<file path="src/design/reset_cause_defines.svh">
`ifndef RESET_CAUSE_DEFINES_SVH
`define RESET_CAUSE_DEFINES_SVH

// ----------------------------------------------------------------
// register offsets
// ----------------------------------------------------------------
`define OFS_STATUS 8'h03
`define OFS_PWRFLAG 8'h0E
`define OFS_IRQ_STAT 8'h10
`define OFS_IRQ_MASK 8'h11
`define OFS_HOLD_BASE 8'h20

// ----------------------------------------------------------------
// field positions
// ----------------------------------------------------------------
`define BIT_TIMEOUT 4
`define BIT_POWERDOWN 3
`define BIT_PWRFLAG_POR 1
`define BIT_PWRFLAG_BROWNOUT 0
`define IRQ_POR 0
`define IRQ_BROWNOUT 1
`define IRQ_PIN 2
`define IRQ_WATCHDOG_RST 3
`define IRQ_WATCHDOG_WAKE 4
`define IRQ_IRQ_WAKE 5

// ----------------------------------------------------------------
// reset values and interrupt vector
// ----------------------------------------------------------------
`define STATUS_RST 8'h18
`define PWRFLAG_AFTER_POR 2'h0
`define PWRFLAG_AFTER_BROWNOUT 2'h2
`define IRQ_STAT_RST 6'h01
`define IRQ_MASK_RST 6'h00
`define IRQ_VECTOR 16'h0004

// ----------------------------------------------------------------
// timing
// ----------------------------------------------------------------
`define CLK_PERIOD_NS 10
`define PIN_MIN_NS 2000
`define PIN_MIN_CYC ((`PIN_MIN_NS + `CLK_PERIOD_NS - 1) / `CLK_PERIOD_NS)

`endif

</file>
<file path="src/design/reset_cause_pkg.sv">
package reset_cause_pkg;

  // register bus request carried as one bundle
  typedef struct packed {
    logic [7:0] addr;
    logic [7:0] wrData;
    logic wr;
    logic rd;
  } regReq_t;

  // reset or wake-up cause seen in one cycle
  typedef enum logic [2:0] {
    CAUSE_NONE,
    CAUSE_BROWNOUT,
    CAUSE_PIN_RUN,
    CAUSE_PIN_SLEEP,
    CAUSE_WATCHDOG_RUN,
    CAUSE_WATCHDOG_WAKE,
    CAUSE_IRQ_WAKE
  } cause_t;

  // register selected by an address
  typedef enum logic [2:0] {
    SEL_NONE,
    SEL_STATUS,
    SEL_PWRFLAG,
    SEL_IRQ_STAT,
    SEL_IRQ_MASK,
    SEL_HOLD
  } sel_t;

endpackage : reset_cause_pkg

</file>
<file path="src/design/reset_cause_and_wakeup_state.sv">
// Our own choices: strobed register access and the address map.
`timescale 1ns/1ns
`include "reset_cause_defines.svh"

module reset_cause_and_wakeup_state #(
  parameter int PC_W = 13,
  parameter int HOLD_N = 4,
  parameter int PIN_FILT_CYC = `PIN_MIN_CYC
) (
  input wire logic clk,
  input wire logic reset_n,
  input wire logic clkEn,
  input wire logic masterClearPin_n,
  input wire logic brownoutEvent,
  input wire logic watchdogExpire,
  input wire logic irqPending,
  input wire logic globalIrqEnable,
  input wire logic sleepEnter,
  input wire logic instrDone,
  input wire logic [PC_W-1:0] pcIn,
  input wire reset_cause_pkg::regReq_t regReq,
  output logic [7:0] regRdData,
  output logic pcLoad,
  output logic [PC_W-1:0] pcTarget,
  output logic coreReset,
  output logic asleep,
  output logic irq
);
  import reset_cause_pkg::*;

  localparam int CNT_W = $clog2(PIN_FILT_CYC + 1);

  // ----------------------------------------------------------------
  // state
  // ----------------------------------------------------------------
  logic [7:0] statusByte_ff;
  logic [1:0] powerControlReg_ff;
  logic [5:0] irqStat_ff;
  logic [5:0] irqMask_ff;
  logic [7:0] holdMem [HOLD_N];
  logic [CNT_W-1:0] lowCnt_ff;
  logic asleep_ff;
  logic vectorPend_ff;
  logic pcLoad_ff;
  logic [PC_W-1:0] pcTarget_ff;
  logic coreReset_ff;
  logic irq_ff;
  logic [7:0] regRdData_ff;
  logic pinResetEvent;
  cause_t nxt_cause;
  sel_t wrSel;
  sel_t rdSel;
  logic [5:0] nxt_irqStat;
  logic [5:0] irqSet;
  logic [5:0] irqClr;
  logic isReset;

  // map an address onto a register
  function automatic sel_t regSel(input logic [7:0] a);
    if (a == `OFS_STATUS) regSel = SEL_STATUS;
    else if (a == `OFS_PWRFLAG) regSel = SEL_PWRFLAG;
    else if (a == `OFS_IRQ_STAT) regSel = SEL_IRQ_STAT;
    else if (a == `OFS_IRQ_MASK) regSel = SEL_IRQ_MASK;
    else if (a >= `OFS_HOLD_BASE && a < `OFS_HOLD_BASE + 8'(HOLD_N))
      regSel = SEL_HOLD;
    else regSel = SEL_NONE;
  endfunction : regSel

  assign wrSel = regSel(regReq.addr);
  assign rdSel = regSel(regReq.addr);

  // ----------------------------------------------------------------
  // master-clear noise filter
  // ----------------------------------------------------------------
  // count consecutive low samples; fire once on reaching the minimum
  always_ff @(posedge clk) begin
    if (!reset_n) begin
      lowCnt_ff <= '0;
    end else if (clkEn) begin
      if (masterClearPin_n) begin
        lowCnt_ff <= '0;
      end else if (lowCnt_ff != CNT_W'(PIN_FILT_CYC)) begin
        lowCnt_ff <= CNT_W'(lowCnt_ff + 1'b1);
      end
    end
  end

  assign pinResetEvent = !masterClearPin_n && (lowCnt_ff == CNT_W'(PIN_FILT_CYC - 1));

  // ----------------------------------------------------------------
  // cause decode
  // ----------------------------------------------------------------
  // brown-out wins, then pin, then watchdog, then interrupt wake
  always_comb begin
    nxt_cause = CAUSE_NONE;
    if (brownoutEvent) nxt_cause = CAUSE_BROWNOUT;
    else if (pinResetEvent && asleep_ff) nxt_cause = CAUSE_PIN_SLEEP;
    else if (pinResetEvent) nxt_cause = CAUSE_PIN_RUN;
    else if (watchdogExpire && asleep_ff) nxt_cause = CAUSE_WATCHDOG_WAKE;
    else if (watchdogExpire) nxt_cause = CAUSE_WATCHDOG_RUN;
    else if (irqPending && asleep_ff) nxt_cause = CAUSE_IRQ_WAKE;
  end

  assign isReset = nxt_cause inside {CAUSE_BROWNOUT, CAUSE_PIN_RUN,
                                     CAUSE_PIN_SLEEP, CAUSE_WATCHDOG_RUN};

  // ----------------------------------------------------------------
  // status byte
  // ----------------------------------------------------------------
  // flags follow the cause; software writes all but timeout/power-down
  always_ff @(posedge clk) begin
    if (!reset_n) begin
      statusByte_ff <= `STATUS_RST;
    end else if (clkEn) begin
      unique case (nxt_cause)
        CAUSE_BROWNOUT: statusByte_ff <= `STATUS_RST;
        CAUSE_PIN_RUN: statusByte_ff[7:5] <= 3'h0;
        CAUSE_PIN_SLEEP: begin
          statusByte_ff[7:5] <= 3'h0;
          statusByte_ff[`BIT_TIMEOUT] <= 1'b1;
          statusByte_ff[`BIT_POWERDOWN] <= 1'b0;
        end
        CAUSE_WATCHDOG_RUN: begin
          statusByte_ff[7:5] <= 3'h0;
          statusByte_ff[`BIT_TIMEOUT] <= 1'b0;
        end
        CAUSE_WATCHDOG_WAKE: begin
          statusByte_ff[`BIT_TIMEOUT] <= 1'b0;
          statusByte_ff[`BIT_POWERDOWN] <= 1'b0;
        end
        CAUSE_IRQ_WAKE: begin
          statusByte_ff[`BIT_TIMEOUT] <= 1'b1;
          statusByte_ff[`BIT_POWERDOWN] <= 1'b0;
        end
        CAUSE_NONE: begin
          if (sleepEnter) begin
            statusByte_ff[`BIT_TIMEOUT] <= 1'b1;
            statusByte_ff[`BIT_POWERDOWN] <= 1'b0;
          end else if (regReq.wr && wrSel == SEL_STATUS) begin
            statusByte_ff[7:5] <= regReq.wrData[7:5];
            statusByte_ff[2:0] <= regReq.wrData[2:0];
          end
        end
      endcase
    end
  end

  // ----------------------------------------------------------------
  // power control flags
  // ----------------------------------------------------------------
  // hardware clears on its own event, software sets by writing ones
  always_ff @(posedge clk) begin
    if (!reset_n) begin
      powerControlReg_ff <= `PWRFLAG_AFTER_POR;
    end else if (clkEn) begin
      if (nxt_cause == CAUSE_BROWNOUT) begin
        powerControlReg_ff <= `PWRFLAG_AFTER_BROWNOUT;
      end else if (nxt_cause == CAUSE_NONE && regReq.wr && wrSel == SEL_PWRFLAG) begin
        // a write beside a pin, watchdog or wake cause is dropped so the flags stay unchanged
        powerControlReg_ff <= powerControlReg_ff | regReq.wrData[1:0];
      end
    end
  end

  // ----------------------------------------------------------------
  // sleep tracking
  // ----------------------------------------------------------------
  // any reset or wake ends sleep
  always_ff @(posedge clk) begin
    if (!reset_n) begin
      asleep_ff <= 1'b0;
    end else if (clkEn) begin
      if (nxt_cause != CAUSE_NONE) asleep_ff <= 1'b0;
      else if (sleepEnter) asleep_ff <= 1'b1;
    end
  end

  // ----------------------------------------------------------------
  // program counter load
  // ----------------------------------------------------------------
  // resets load zero, wakes load pc+1, a pending vector follows
  always_ff @(posedge clk) begin
    if (!reset_n) begin
      pcLoad_ff <= 1'b1;
      pcTarget_ff <= '0;
      vectorPend_ff <= 1'b0;
    end else if (clkEn) begin
      pcLoad_ff <= 1'b0;
      if (isReset) begin
        pcLoad_ff <= 1'b1;
        pcTarget_ff <= '0;
        vectorPend_ff <= 1'b0;
      end else if (nxt_cause == CAUSE_WATCHDOG_WAKE || nxt_cause == CAUSE_IRQ_WAKE) begin
        pcLoad_ff <= 1'b1;
        pcTarget_ff <= PC_W'(pcIn + 1'b1);
        vectorPend_ff <= (nxt_cause == CAUSE_IRQ_WAKE) && globalIrqEnable;
      end else if (vectorPend_ff && instrDone) begin
        pcLoad_ff <= 1'b1;
        pcTarget_ff <= PC_W'(`IRQ_VECTOR);
        vectorPend_ff <= 1'b0;
      end
    end
  end

  // ----------------------------------------------------------------
  // core register reset request
  // ----------------------------------------------------------------
  // one pulse on every true reset, none on a wake-up
  always_ff @(posedge clk) begin
    if (!reset_n) begin
      coreReset_ff <= 1'b1;
    end else if (clkEn) begin
      coreReset_ff <= isReset;
    end
  end

  // ----------------------------------------------------------------
  // hold registers
  // ----------------------------------------------------------------
  // no reset branch: contents survive every reset
  always_ff @(posedge clk) begin
    if (clkEn && regReq.wr && wrSel == SEL_HOLD) begin
      holdMem[regReq.addr[$clog2(HOLD_N)-1:0]] <= regReq.wrData;
    end
  end

  // ----------------------------------------------------------------
  // interrupt status and mask
  // ----------------------------------------------------------------
  always_comb begin
    irqSet = '0;
    irqSet[`IRQ_BROWNOUT] = nxt_cause == CAUSE_BROWNOUT;
    irqSet[`IRQ_PIN] = nxt_cause inside {CAUSE_PIN_RUN, CAUSE_PIN_SLEEP};
    irqSet[`IRQ_WATCHDOG_RST] = nxt_cause == CAUSE_WATCHDOG_RUN;
    irqSet[`IRQ_WATCHDOG_WAKE] = nxt_cause == CAUSE_WATCHDOG_WAKE;
    irqSet[`IRQ_IRQ_WAKE] = nxt_cause == CAUSE_IRQ_WAKE;
  end

  assign irqClr = (regReq.wr && wrSel == SEL_IRQ_STAT) ? regReq.wrData[5:0] : 6'h00;
  // set wins over a write-one clear in the same cycle
  assign nxt_irqStat = (irqStat_ff & ~irqClr) | irqSet;

  // sticky event bits
  always_ff @(posedge clk) begin
    if (!reset_n) begin
      irqStat_ff <= `IRQ_STAT_RST;
    end else if (clkEn) begin
      irqStat_ff <= nxt_irqStat;
    end
  end

  // mask takes its reset value on every true reset
  always_ff @(posedge clk) begin
    if (!reset_n) begin
      irqMask_ff <= `IRQ_MASK_RST;
    end else if (clkEn) begin
      if (isReset) irqMask_ff <= `IRQ_MASK_RST;
      else if (regReq.wr && wrSel == SEL_IRQ_MASK) irqMask_ff <= regReq.wrData[5:0];
    end
  end

  // level interrupt from unmasked sticky bits
  always_ff @(posedge clk) begin
    if (!reset_n) begin
      irq_ff <= 1'b0;
    end else if (clkEn) begin
      irq_ff <= |(nxt_irqStat & (isReset ? `IRQ_MASK_RST : irqMask_ff));
    end
  end

  // ----------------------------------------------------------------
  // read port
  // ----------------------------------------------------------------
  // data valid the cycle after the strobe; unmapped reads zero
  always_ff @(posedge clk) begin
    if (!reset_n) begin
      regRdData_ff <= 8'h00;
    end else if (clkEn) begin
      regRdData_ff <= 8'h00;
      if (regReq.rd) begin
        unique case (rdSel)
          SEL_STATUS: regRdData_ff <= statusByte_ff;
          SEL_PWRFLAG: regRdData_ff <= {6'h00, powerControlReg_ff};
          SEL_IRQ_STAT: regRdData_ff <= {2'h0, irqStat_ff};
          SEL_IRQ_MASK: regRdData_ff <= {2'h0, irqMask_ff};
          SEL_HOLD: regRdData_ff <= holdMem[regReq.addr[$clog2(HOLD_N)-1:0]];
          SEL_NONE: regRdData_ff <= 8'h00;
        endcase
      end
    end
  end

  assign regRdData = regRdData_ff;
  assign pcLoad = pcLoad_ff;
  assign pcTarget = pcTarget_ff;
  assign coreReset = coreReset_ff;
  assign asleep = asleep_ff;
  assign irq = irq_ff;
endmodule : reset_cause_and_wakeup_state

</file>
<file path="config.mk">
export PLATFORM = sky130hd
export DESIGN_NAME = reset_cause_and_wakeup_state
export DESIGN_NICKNAME = d
export VERILOG_FILES = /design/src/design/reset_cause_pkg.sv /design/src/design/reset_cause_and_wakeup_state.sv
export VERILOG_INCLUDE_DIRS = /design/src /design/src/design
export SDC_FILE = /design/constraint.sdc
export NUM_CORES = 1
export LEC_CHECK = 0
export BUFFER_PORTS_ARGS = -buffer_cell sky130_fd_sc_hd__buf_2
export CORE_UTILIZATION = 56
export DETAILED_ROUTE_END_ITERATION = 12
export MAX_ROUTING_LAYER = met4
export PLACE_DENSITY = 0.77
export SYNTH_ARGS = -nofsm -noshare
export SYNTH_HDL_FRONTEND = slang
export SYNTH_SLANG_ARGS = --single-unit
export TNS_END_PERCENT = 10
</file>
<file path="constraint.sdc">
create_clock -name clk -period 3 [get_ports clk]
set_clock_uncertainty 0.05 [all_clocks]
set_input_delay 0.3 -clock clk [delete_from_list [all_inputs] [get_ports clk]]
set_output_delay 0.3 -clock clk [all_outputs]
set_load 0.02 [all_outputs]
</file>
==> results of run 1 <==
logic make-up (layout without fill, tap and decap cells):
| group | count (synthesis) | after routing | synth area share, % |
|---|---|---|---|
| flip-flops | 88 | 88 | 50.65 |
| buffers and inverters | 23 | 92 | 2.496 |
| AO/OA/AOI/OAI | 96 | 96 | 17.99 |
| adder cells (fa/ha/maj) | 3 | 3 | 0.9133 |
| XOR/XNOR | 16 | 16 | 3.409 |
| multiplexers | 14 | 14 | 5.845 |
| AND/OR/NAND/NOR | 140 | 140 | 18.69 |
synth_stat cells (9+ instances only):
cell / number / area [um^2]
a21oi_1: 18 / 90.09
nand2_1: 52 / 195.2
dfxtp_1: 56 / 1121
o21ai_0: 16 / 80.08
edfxtp_1: 32 / 960.9
nor2_1: 21 / 78.83
xor2_1: 12 / 105.1
nand3_1: 14 / 70.07
nand4_1: 9 / 56.30
clkbuf_1: 9 / 33.78
o2bb2ai_1: 13 / 113.9
layout make-up:
| cell class | count | share of cell area (%) |
|---|---|---|
| Timing Repair Buffer | 69 | 7.567 |
| Clock buffer | 9 | 2.638 |
| Multi-Input combinational cell | 269 | 41.01 |
| Sequential cell | 88 | 44.34 |
| Clock inverter | 7 | 1.332 |
| Inverter | 7 | 0.5596 |
| Tap cell | 96 | 2.558 |
layout by cell type (no fill, tap or decap), types with 5 or more instances in the layout:
cell        n
a31oi_1     5
mux2i_1     6
edfxtp_1   32
and2_1      6
nand2_1    52
a21o_1      8
clkbuf_8    9
o21ai_0    16
nor2_1     21
o2bb2ai_1  13
nand4_1     9
dfxtp_1    56
a22o_1      6
a22oi_1     6
mux4_2      8
buf_2      65
xor2_1     12
a21oi_1    18
inv_1       7
nand3_1    14
and3_1      8
nand2b_1    5
flip-flops by register name, indices dropped and copies added, names as in the netlist:
register and flops:
vectorPend_ff 1, asleep 1, pcLoad 1, coreReset 1
irqMask_ff 6, pcTarget 13, powerControlReg_ff 2, lowCnt_ff 8
irq 1, regRdData 8, statusByte_ff 8, holdMem 32
irqStat_ff 6
routing by layer:
| layer | part of all wire (%) | GRT usage [%] | vias to the layer above |
|---|---|---|---|
| met5 | 0 | - | - |
| met4 | 1.6 | 10.58 | 0 |
| met3 | 6.4 | 5.090 | 17 |
| met2 | 47 | 41.83 | 124 |
| met1 | 45 | 35.92 | 1603 |
| li1 | - | - | 1552 |
worst max-delay path by stage:
stage	from	to	slack, ns	depth (start not counted)
after CTS	lowCnt_ff[0]	pcLoad	0.86	6
after global placement	regReq[17]	holdMem[1][0]	0.71	6
after global routing	lowCnt_ff[0]	pcLoad	0.74	6
after floorplan	regReq[17]	holdMem[0][0]	0.80	5
final	lowCnt_ff[0]	pcLoad	0.88	6
after detailed placement	regReq[17]	holdMem[1][0]	0.66	6
power by group through the flow:
| stage | combinational, mW | sequential (mW) | clock, mW |
|---|---|---|---|
| 6_report | 0.198 | 1.26 | 0.782 |
| 4_1_cts | 0.198 | 1.26 | 0.788 |
| 3_5_place_dp | 0.197 | 1.28 | 0 |
| 3_3_place_gp | 0.191 | 1.28 | 0 |
| 5_1_grt | 0.215 | 1.26 | 0.846 |
| 2_1_floorplan | 0.107 | 1.29 | 0 |
through the flow:
| step | hold WS, ns | cells |
|---|---|---|
| 2_1_floorplan | 0.3489 | 380 |
| 3_3_place_gp | 0.3840 | 529 |
| 3_5_place_dp | 0.3928 | 529 |
| 4_1_cts | 0.1381 | 545 |
| 5_1_grt | 0.1285 | 545 |
| 6_report | 0.1468 | 545 |
==> impl_metrics.tcl, run 1 <==
set metrics [dict create \
    reg2reg_depth 6 \
    drt_iter0_drc 182 \
    grt_pass1_vias 3036 \
    syn_nets 424 \
    wl_per_cell_um 17.50 \
    switching_share_pct 24.27 \
    cts_setup_buffers 0 \
    hold_viol_final 0 \
    synthArstFlopShare_pct 0 \
    required_ns 3.16 \
    ctsHoldBuffers 0 \
    clk_pin_slew_ns 0.09 \
    grt_setup_unrepaired "no" \
    fillers 552 \
    hold_start "regReq[9]" \
    utilization_pct 67.62 \
    cpMaxStageDelayCell "nor2_2" \
    start_kind "flip-flop" \
    initial_core_util_pct 59.19 \
    path_class "flip-flop to flip-flop" \
    drt.antenna.violating_nets 0 \
    dieArea_mm2 0.007686 \
    p_clk_share_pct 35.0 \
    grt_max_degree 25 \
    fin_crit_sh_pct 70.75 \
    multi_input_area_mm2 0.001926 \
    yosysUniqueCellTypes 58 \
    power_density_mw_per_mm2 476.5 \
    worstSetupEndpointType "flip-flop" \
    syn_inst 380 \
    drtPass1Iterations 4 \
    critPathMaxStageDelay_ns 0.41 \
    critPathBufInv 0 \
    pwr-share-seq_pct 56.2 \
    via_per_inst 6.048 \
    critPathMaxFanout 11 \
    place.gp.congestion 0.9157 \
    antenna_found_initial 0 \
    synth_seq_cells 88 \
    fin_tns_setup_ns 0 \
    leakage_nw 1.764 \
    hold_path_depth 1 \
    synth_top_flop_cell "dfxtp_1" \
    status "complete, no violations" \
    r2r-end "pcLoad" \
    numClockSinks 88 \
    area.growth.synth_to_final_pct 14.25 \
    avgSynthCellArea_um2 10.82 \
    hpwl_mm 6.886 \
    p_total_mw 2.238 \
    drc 0 \
    seq_area_frac_synth_pct 50.65 \
    cts_root_buf "clkbuf_8" \
    grt_overflow 0 \
    cts_buffer_depth 2 \
    worst_slack_ns 0.8776 \
    layout-drive-gt1-share_pct 24.05 \
    placed_cell_area_mm2 0.004509 \
    whs_endpoint "holdMem[1][7]" \
    cp_cell_sequence "ha_1 > and4bb_4 > a21oi_4 > a31oi_4 > nor2_2 > o21ai_0" \
    period_needed_ns 2.122 \
    place_ws_ns 0.6593 \
    worst_ep_arrival_time_ns 2.28 \
    die_w_um 87.67 \
    peakVddDrop_uv 232.1 \
    cts_tree "done" \
    slew_headroom_pct 59.03 \
    design_area_mm2 0.004696 \
    cap_violations 0 \
    grt_usage_pct 27.26 \
    core_mm2 0.006944 \
    numCtsBuffers 9 \
    row_count 30 \
    slew_viol_final 0 \
    reg2reg_slack_ns 0.88 \
    htree_levels 3 \
    hp-class "primary input to flip-flop" \
    path_delay_family "compound AO/OA/AOI/OAI gates" \
    num_antenna_cells 0 \
    setup_violations 0 \
    register_area_mm2 0.002082 \
    clk_latency_ns 0.35 \
    reg2reg_from "lowCnt_ff[0]" \
    dr_total_vias 3296 \
    fp.dieH_um 87.67 \
    cts_resized 0 \
    final_nets 488 \
    worst_pin_slew_ns 0.6123 \
    grt_pass1_wl_mm 15.08 \
    io_buffers 65 \
    io_pins 66 \
    fmax_ghz 0.4712 \
    wirelength_mm 9.539 \
    switchingPower_mw 0.5431 \
    p_int_mw 1.694 \
    ys_warn_count 0 \
    synth_area_mm2 0.004110 \
    synth-edff-count 32 \
    combPwrFrac_pct 8.9 \
]
(Power assumes the default switching activity.)
==> run 2, diff against run 1 <==
==> constraint.sdc (replaced) <==
create_clock -name clk -period 2 [get_ports clk]
set_clock_uncertainty 0.05 [all_clocks]
set_input_delay 0.2 -clock clk [delete_from_list [all_inputs] [get_ports clk]]
set_output_delay 0.2 -clock clk [all_outputs]
set_load 0.02 [all_outputs]
==> run 2 against run 1 <==
  * Via count grew 1.7%
  * Flip-flop and latch count is the same
  * Register-to-register slack lost 0.76 ns
  * Fmax grew 13%
  * Utilization grew 2.3 points
  * Wire length grew 1.2%
  * Largest cell class unchanged
  * Highest routed layer unchanged
==> impl_metrics.tcl, run 2 (synthesized netlist as in run 1, its figures left out) <==
set metrics [dict create \
    final_cell_mix "buf_2, dfxtp_1, nand2_1, edfxtp_1, nor2_1" \
    fin_tns_setup_ns 0 \
    clk_latency_ns 0.36 \
    initial_core_util_pct 59.19 \
    fp.dieH_um 87.67 \
    worst_ep_arrival_time_ns 2.07 \
    power_density_mw_per_mm2 717.9 \
    fillers 543 \
    wl_met2_mm 4.546 \
    layout-drive-gt1-share_pct 27.59 \
    core_mm2 0.006944 \
    dpl.cell_count 544 \
    num_antenna_cells 0 \
    fmax_ghz 0.5316 \
    hp-class "primary input to flip-flop" \
    grt_max_degree 23 \
    wirelength_mm 9.656 \
    start_kind "flip-flop" \
    numCtsBuffers 9 \
    slew_headroom_pct 63.36 \
    drtPass1Iterations 5 \
    route.met3.wl_um 574 \
    slew_viol_final 0 \
    multi_input_area_mm2 0.001943 \
    top_layer "met4" \
    largest_reg_flops 32 \
    fin_crit_sh_pct 94.06 \
    numClockSinks 88 \
    register_area_mm2 0.002083 \
    io_pins 66 \
    required_ns 2.19 \
    grt_setup_unrepaired "no" \
    htree_levels 3 \
    via_per_inst 5.986 \
    critPathMaxFanout 9 \
    cts_setup_buffers 0 \
    hpwl_mm 7.045 \
    drc 0 \
    mostFrequentLayoutCell "buf_2" \
    hold_viol_final 0 \
    cts_buffer_depth 2 \
    cts_root_buf "clkbuf_8" \
    dieArea_mm2 0.007686 \
    period_needed_ns 1.881 \
    antenna_found_initial 0 \
    clk_pin_slew_ns 0.09 \
    worstSetupEndpointType "flip-flop" \
    utilization_pct 69.93 \
    cap_violations 0 \
    row_count 30 \
    leakage_nw 1.872 \
    grt_usage_pct 27.54 \
    final_cells 560 \
    ctsHoldBuffers 0 \
    grt_pass1_vias 3233 \
    grt_pass1_wl_mm 15.44 \
    area.growth.synth_to_final_pct 18.14 \
    final_nets 503 \
    timing.hold.ws_ns 0.02425 \
    setup_violations 0 \
    status "complete, no violations" \
    place.gp.congestion 0.8760 \
    drt_iter0_drc 261 \
    dr_total_vias 3352 \
    path_class "flip-flop to flip-flop" \
    grt_overflow 0 \
    cts_tree "done" \
    die_w_um 87.67 \
    drt.antenna.violating_nets 0 \
    worst_pin_slew_ns 0.5490 \
    io_buffers 65 \
    wl_per_cell_um 17.24 \
    peakVddDrop_uv 436.0 \
    wl_met1_mm 4.306 \
]
run 2: power breakdown:
group	total, mW	internal (mW)	switching, mW
clock	1.29	0.655	0.639
sequential	1.89	1.87	0.0162
combinational	0.306	0.118	0.188
run 2: per-layer routing:
layer	track usage, %	vias up
met2	42.76	142
met1	35.60	1599
met5	-	-
li1	-	1587
met3	4.147	24
met4	12.82	0
run 2: layout make-up:
class                           count  area share [%]
Multi-Input combinational cell    269           40.02
Inverter                            7          0.5411
Timing Repair Buffer               84           9.637
Sequential cell                    88           42.90
Clock buffer                       10           3.066
Clock inverter                      6           1.366
Tap cell                           96           2.474
run 2: stage by stage:
step                      setup WS [ns]  total power [mW]  instance area (um^2)
after global placement           0.1273             2.221                  4627
final                            0.1189             3.486                  4856
after detailed placement        0.03026             2.228                  4627
after floorplan                  0.1807             2.091                  4115
after global routing            0.02881             3.609                  4856
after CTS                       0.01588             3.498                  4842
run 2: worst max-delay path, stage by stage (launching register included):
cell and delay (ns):
dfxtp_1 0.40, ha_4 0.18, and4bb_4 0.29, a21oi_4 0.11, and3_1 0.22, a2111oi_2 0.38, a31oi_1 0.13
run 2: path summary, 6_finish.rpt:
path                     start       endpoint  slack [ns]  cells after the start
hold / removal       regReq[9]  holdMem[1][7]        0.02                      1
setup / recovery  lowCnt_ff[1]            irq        0.12                      6
setup reg to reg  lowCnt_ff[1]            irq        0.12                      6
hold reg to reg   regRdData[5]   regRdData[5]        0.40                      2
run 2: what timing repair did:
| action | CTS | global route |
|---|---|---|
| gates resized for setup | 0 | 3 |
| hold endpoints to repair | 0 | 0 |
| setup endpoints to repair | 0 | 7 |
==> run 3, diff against run 2 <==
--- a/config.mk
+++ b/config.mk
@@ -6,8 +6,9 @@
 export SDC_FILE = /design/constraint.sdc
 export NUM_CORES = 1
 export LEC_CHECK = 0
-export BUFFER_PORTS_ARGS = -buffer_cell sky130_fd_sc_hd__buf_2
+export BUFFER_PORTS_ARGS = -buffer_cell sky130_fd_sc_hd__buf_4
 export CORE_UTILIZATION = 56
+export CTS_CLUSTER_DIAMETER = 40
 export DETAILED_ROUTE_END_ITERATION = 12
 export MAX_ROUTING_LAYER = met4
 export PLACE_DENSITY = 0.77
==> run 3 against run 2 <==
  * Final cell count shrank 0.36%
  * Total power is 2.9% higher
  * Largest power group unchanged
  * Wire length grew 0.64%
  * Cell area up 3.0%
  * Die area did not move
==> impl_metrics.tcl, run 3 (synthesized netlist as in run 1, its figures left out) <==
set metrics [dict create \
    setup_violations 0 \
    largest_reg_flops 32 \
    required_ns 2.17 \
    utilization_pct 72.05 \
    dr_total_vias 3342 \
    switchingPower_mw 0.8570 \
    die_w_um 87.67 \
    row_count 30 \
    fp.dieH_um 87.67 \
    hold_viol_final 0 \
    layout-drive-gt1-share_pct 27.27 \
    cts_root_buf "clkbuf_8" \
    worstSetupEndpointType "flip-flop" \
    final_cell_mix "buf_4, dfxtp_1, nand2_1, edfxtp_1, nor2_1" \
    peakVddDrop_uv 467.8 \
    fin_tns_setup_ns 0 \
    critPathMaxFanout 9 \
    grt_pass1_wl_mm 15.39 \
    grt_setup_unrepaired "no" \
    numClockSinks 88 \
    slew_viol_final 0 \
    wl_per_cell_um 17.42 \
    drtPass1Iterations 5 \
    cts_buffer_depth 2 \
    worst_pin_slew_ns 0.5046 \
    initial_core_util_pct 59.19 \
    start_kind "flip-flop" \
    final_cells 558 \
    drc 0 \
    num_antenna_cells 0 \
    worst_ep_arrival_time_ns 2.11 \
    combPwrFrac_pct 9.2 \
    fin_crit_sh_pct 97.28 \
    numCtsBuffers 9 \
    hold_start "regReq[8]" \
    io_buffers 65 \
    multi_input_area_mm2 0.001933 \
    fillers 503 \
    leakage_nw 1.898 \
    cts_tree "done" \
    grt_max_degree 26 \
    switching_share_pct 23.88 \
    p_int_mw 2.731 \
    timing.hold.ws_ns 0.01592 \
    place.gp.congestion 0.8949 \
    hp-class "primary input to flip-flop" \
    io_pins 66 \
    via_per_inst 5.989 \
    reg2reg_from "lowCnt_ff[0]" \
    grt_usage_pct 27.41 \
    final_nets 501 \
    grt_overflow 0 \
    dieArea_mm2 0.007686 \
    area.growth.synth_to_final_pct 21.74 \
    slew_headroom_pct 66.32 \
    period_needed_ns 1.946 \
    path_class "flip-flop to flip-flop" \
    cap_violations 0 \
    clk_latency_ns 0.35 \
    status "complete, no violations" \
    drt_iter0_drc 228 \
    pwr-share-seq_pct 52.5 \
    dpl.cell_count 542 \
    htree_levels 3 \
    crit_path_start "lowCnt_ff[0]" \
    drt.antenna.violating_nets 0 \
    register_area_mm2 0.002083 \
    mostFrequentLayoutCell "buf_4" \
    antenna_found_initial 0 \
    hold_path_depth 1 \
    clk_pin_slew_ns 0.09 \
    reg2reg_depth 6 \
    fmax_ghz 0.5140 \
    grt_pass1_vias 3183 \
    power_density_mw_per_mm2 717.2 \
    hpwl_mm 7.102 \
    wirelength_mm 9.718 \
    core_mm2 0.006944 \
    p_clk_share_pct 38.3 \
]
[run 3: cell count changes in the layout (fill, tap and decap cells not counted)]
| cell | change |
|---|---|
| ha_4 | -1 |
| clkbuf_16 | -1 |
| ha_2 | +1 |
| clkinvlp_4 | +1 |
| clkinv_4 | -3 |
| bufinv_16 | +1 |
| clkinv_2 | -1 |
| inv_8 | +1 |
| buf_4 | +63 |
| buf_2 | -65 |
| inv_6 | +2 |
[run 3: repair_timing]
action / in CTS / in global routing
setup buffers: 0 / 0
hold buffers: 0 / 0
endpoints found under the hold margin: 0 / 0
resized for setup: 0 / 2
endpoints found under the setup margin: 0 / 24
[run 3: per-layer routing]
layer	wire length [um]	global-route usage [%]
met5	0	-
met4	217	11.48
met3	553	3.770
met2	4532	42.19
met1	4414	36.52
[run 3: layout make-up]
| type | count | area share (%) |
|---|---|---|
| Multi-Input combinational cell | 269 | 38.63 |
| Inverter | 7 | 0.5251 |
| Tap cell | 96 | 2.401 |
| Sequential cell | 88 | 41.64 |
| Clock buffer | 9 | 2.476 |
| Clock inverter | 7 | 2.026 |
| Timing Repair Buffer | 82 | 12.30 |
[run 3: path summary, 6_finish.rpt]
kind	slack, ns	endpoint
hold / removal	0.02	holdMem[1][6]
setup / recovery	0.05	irq
hold reg to reg	0.41	regRdData[1]
setup reg to reg	0.05	irq
[run 3: critical path, stage by stage, from the launching register on]
cell	delay (ns)
dfxtp_2	0.37
ha_2	0.23
and4bb_4	0.30
a21oi_4	0.11
and3_1	0.22
a2111oi_2	0.40
a31oi_1	0.14
[run 3: power by group through the flow]
stage | logic (mW) | clock network [mW] | registers, mW
floorplan | 0.161 | 0 | 1.93
global placement | 0.321 | 0 | 1.92
detailed placement | 0.326 | 0 | 1.93
CTS | 0.328 | 1.39 | 1.88
global route | 0.357 | 1.46 | 1.89
finish | 0.330 | 1.37 | 1.89
[run 3: through the flow]
stage	power [mW]	cell area (um^2)	setup slack, ns
after floorplan	2.091	4115	0.1807
after global placement	2.246	4775	0.1397
after detailed placement	2.252	4775	0.03272
after CTS	3.599	5000	0.01090
after global routing	3.701	5004	0.01309
final	3.588	5004	0.05439
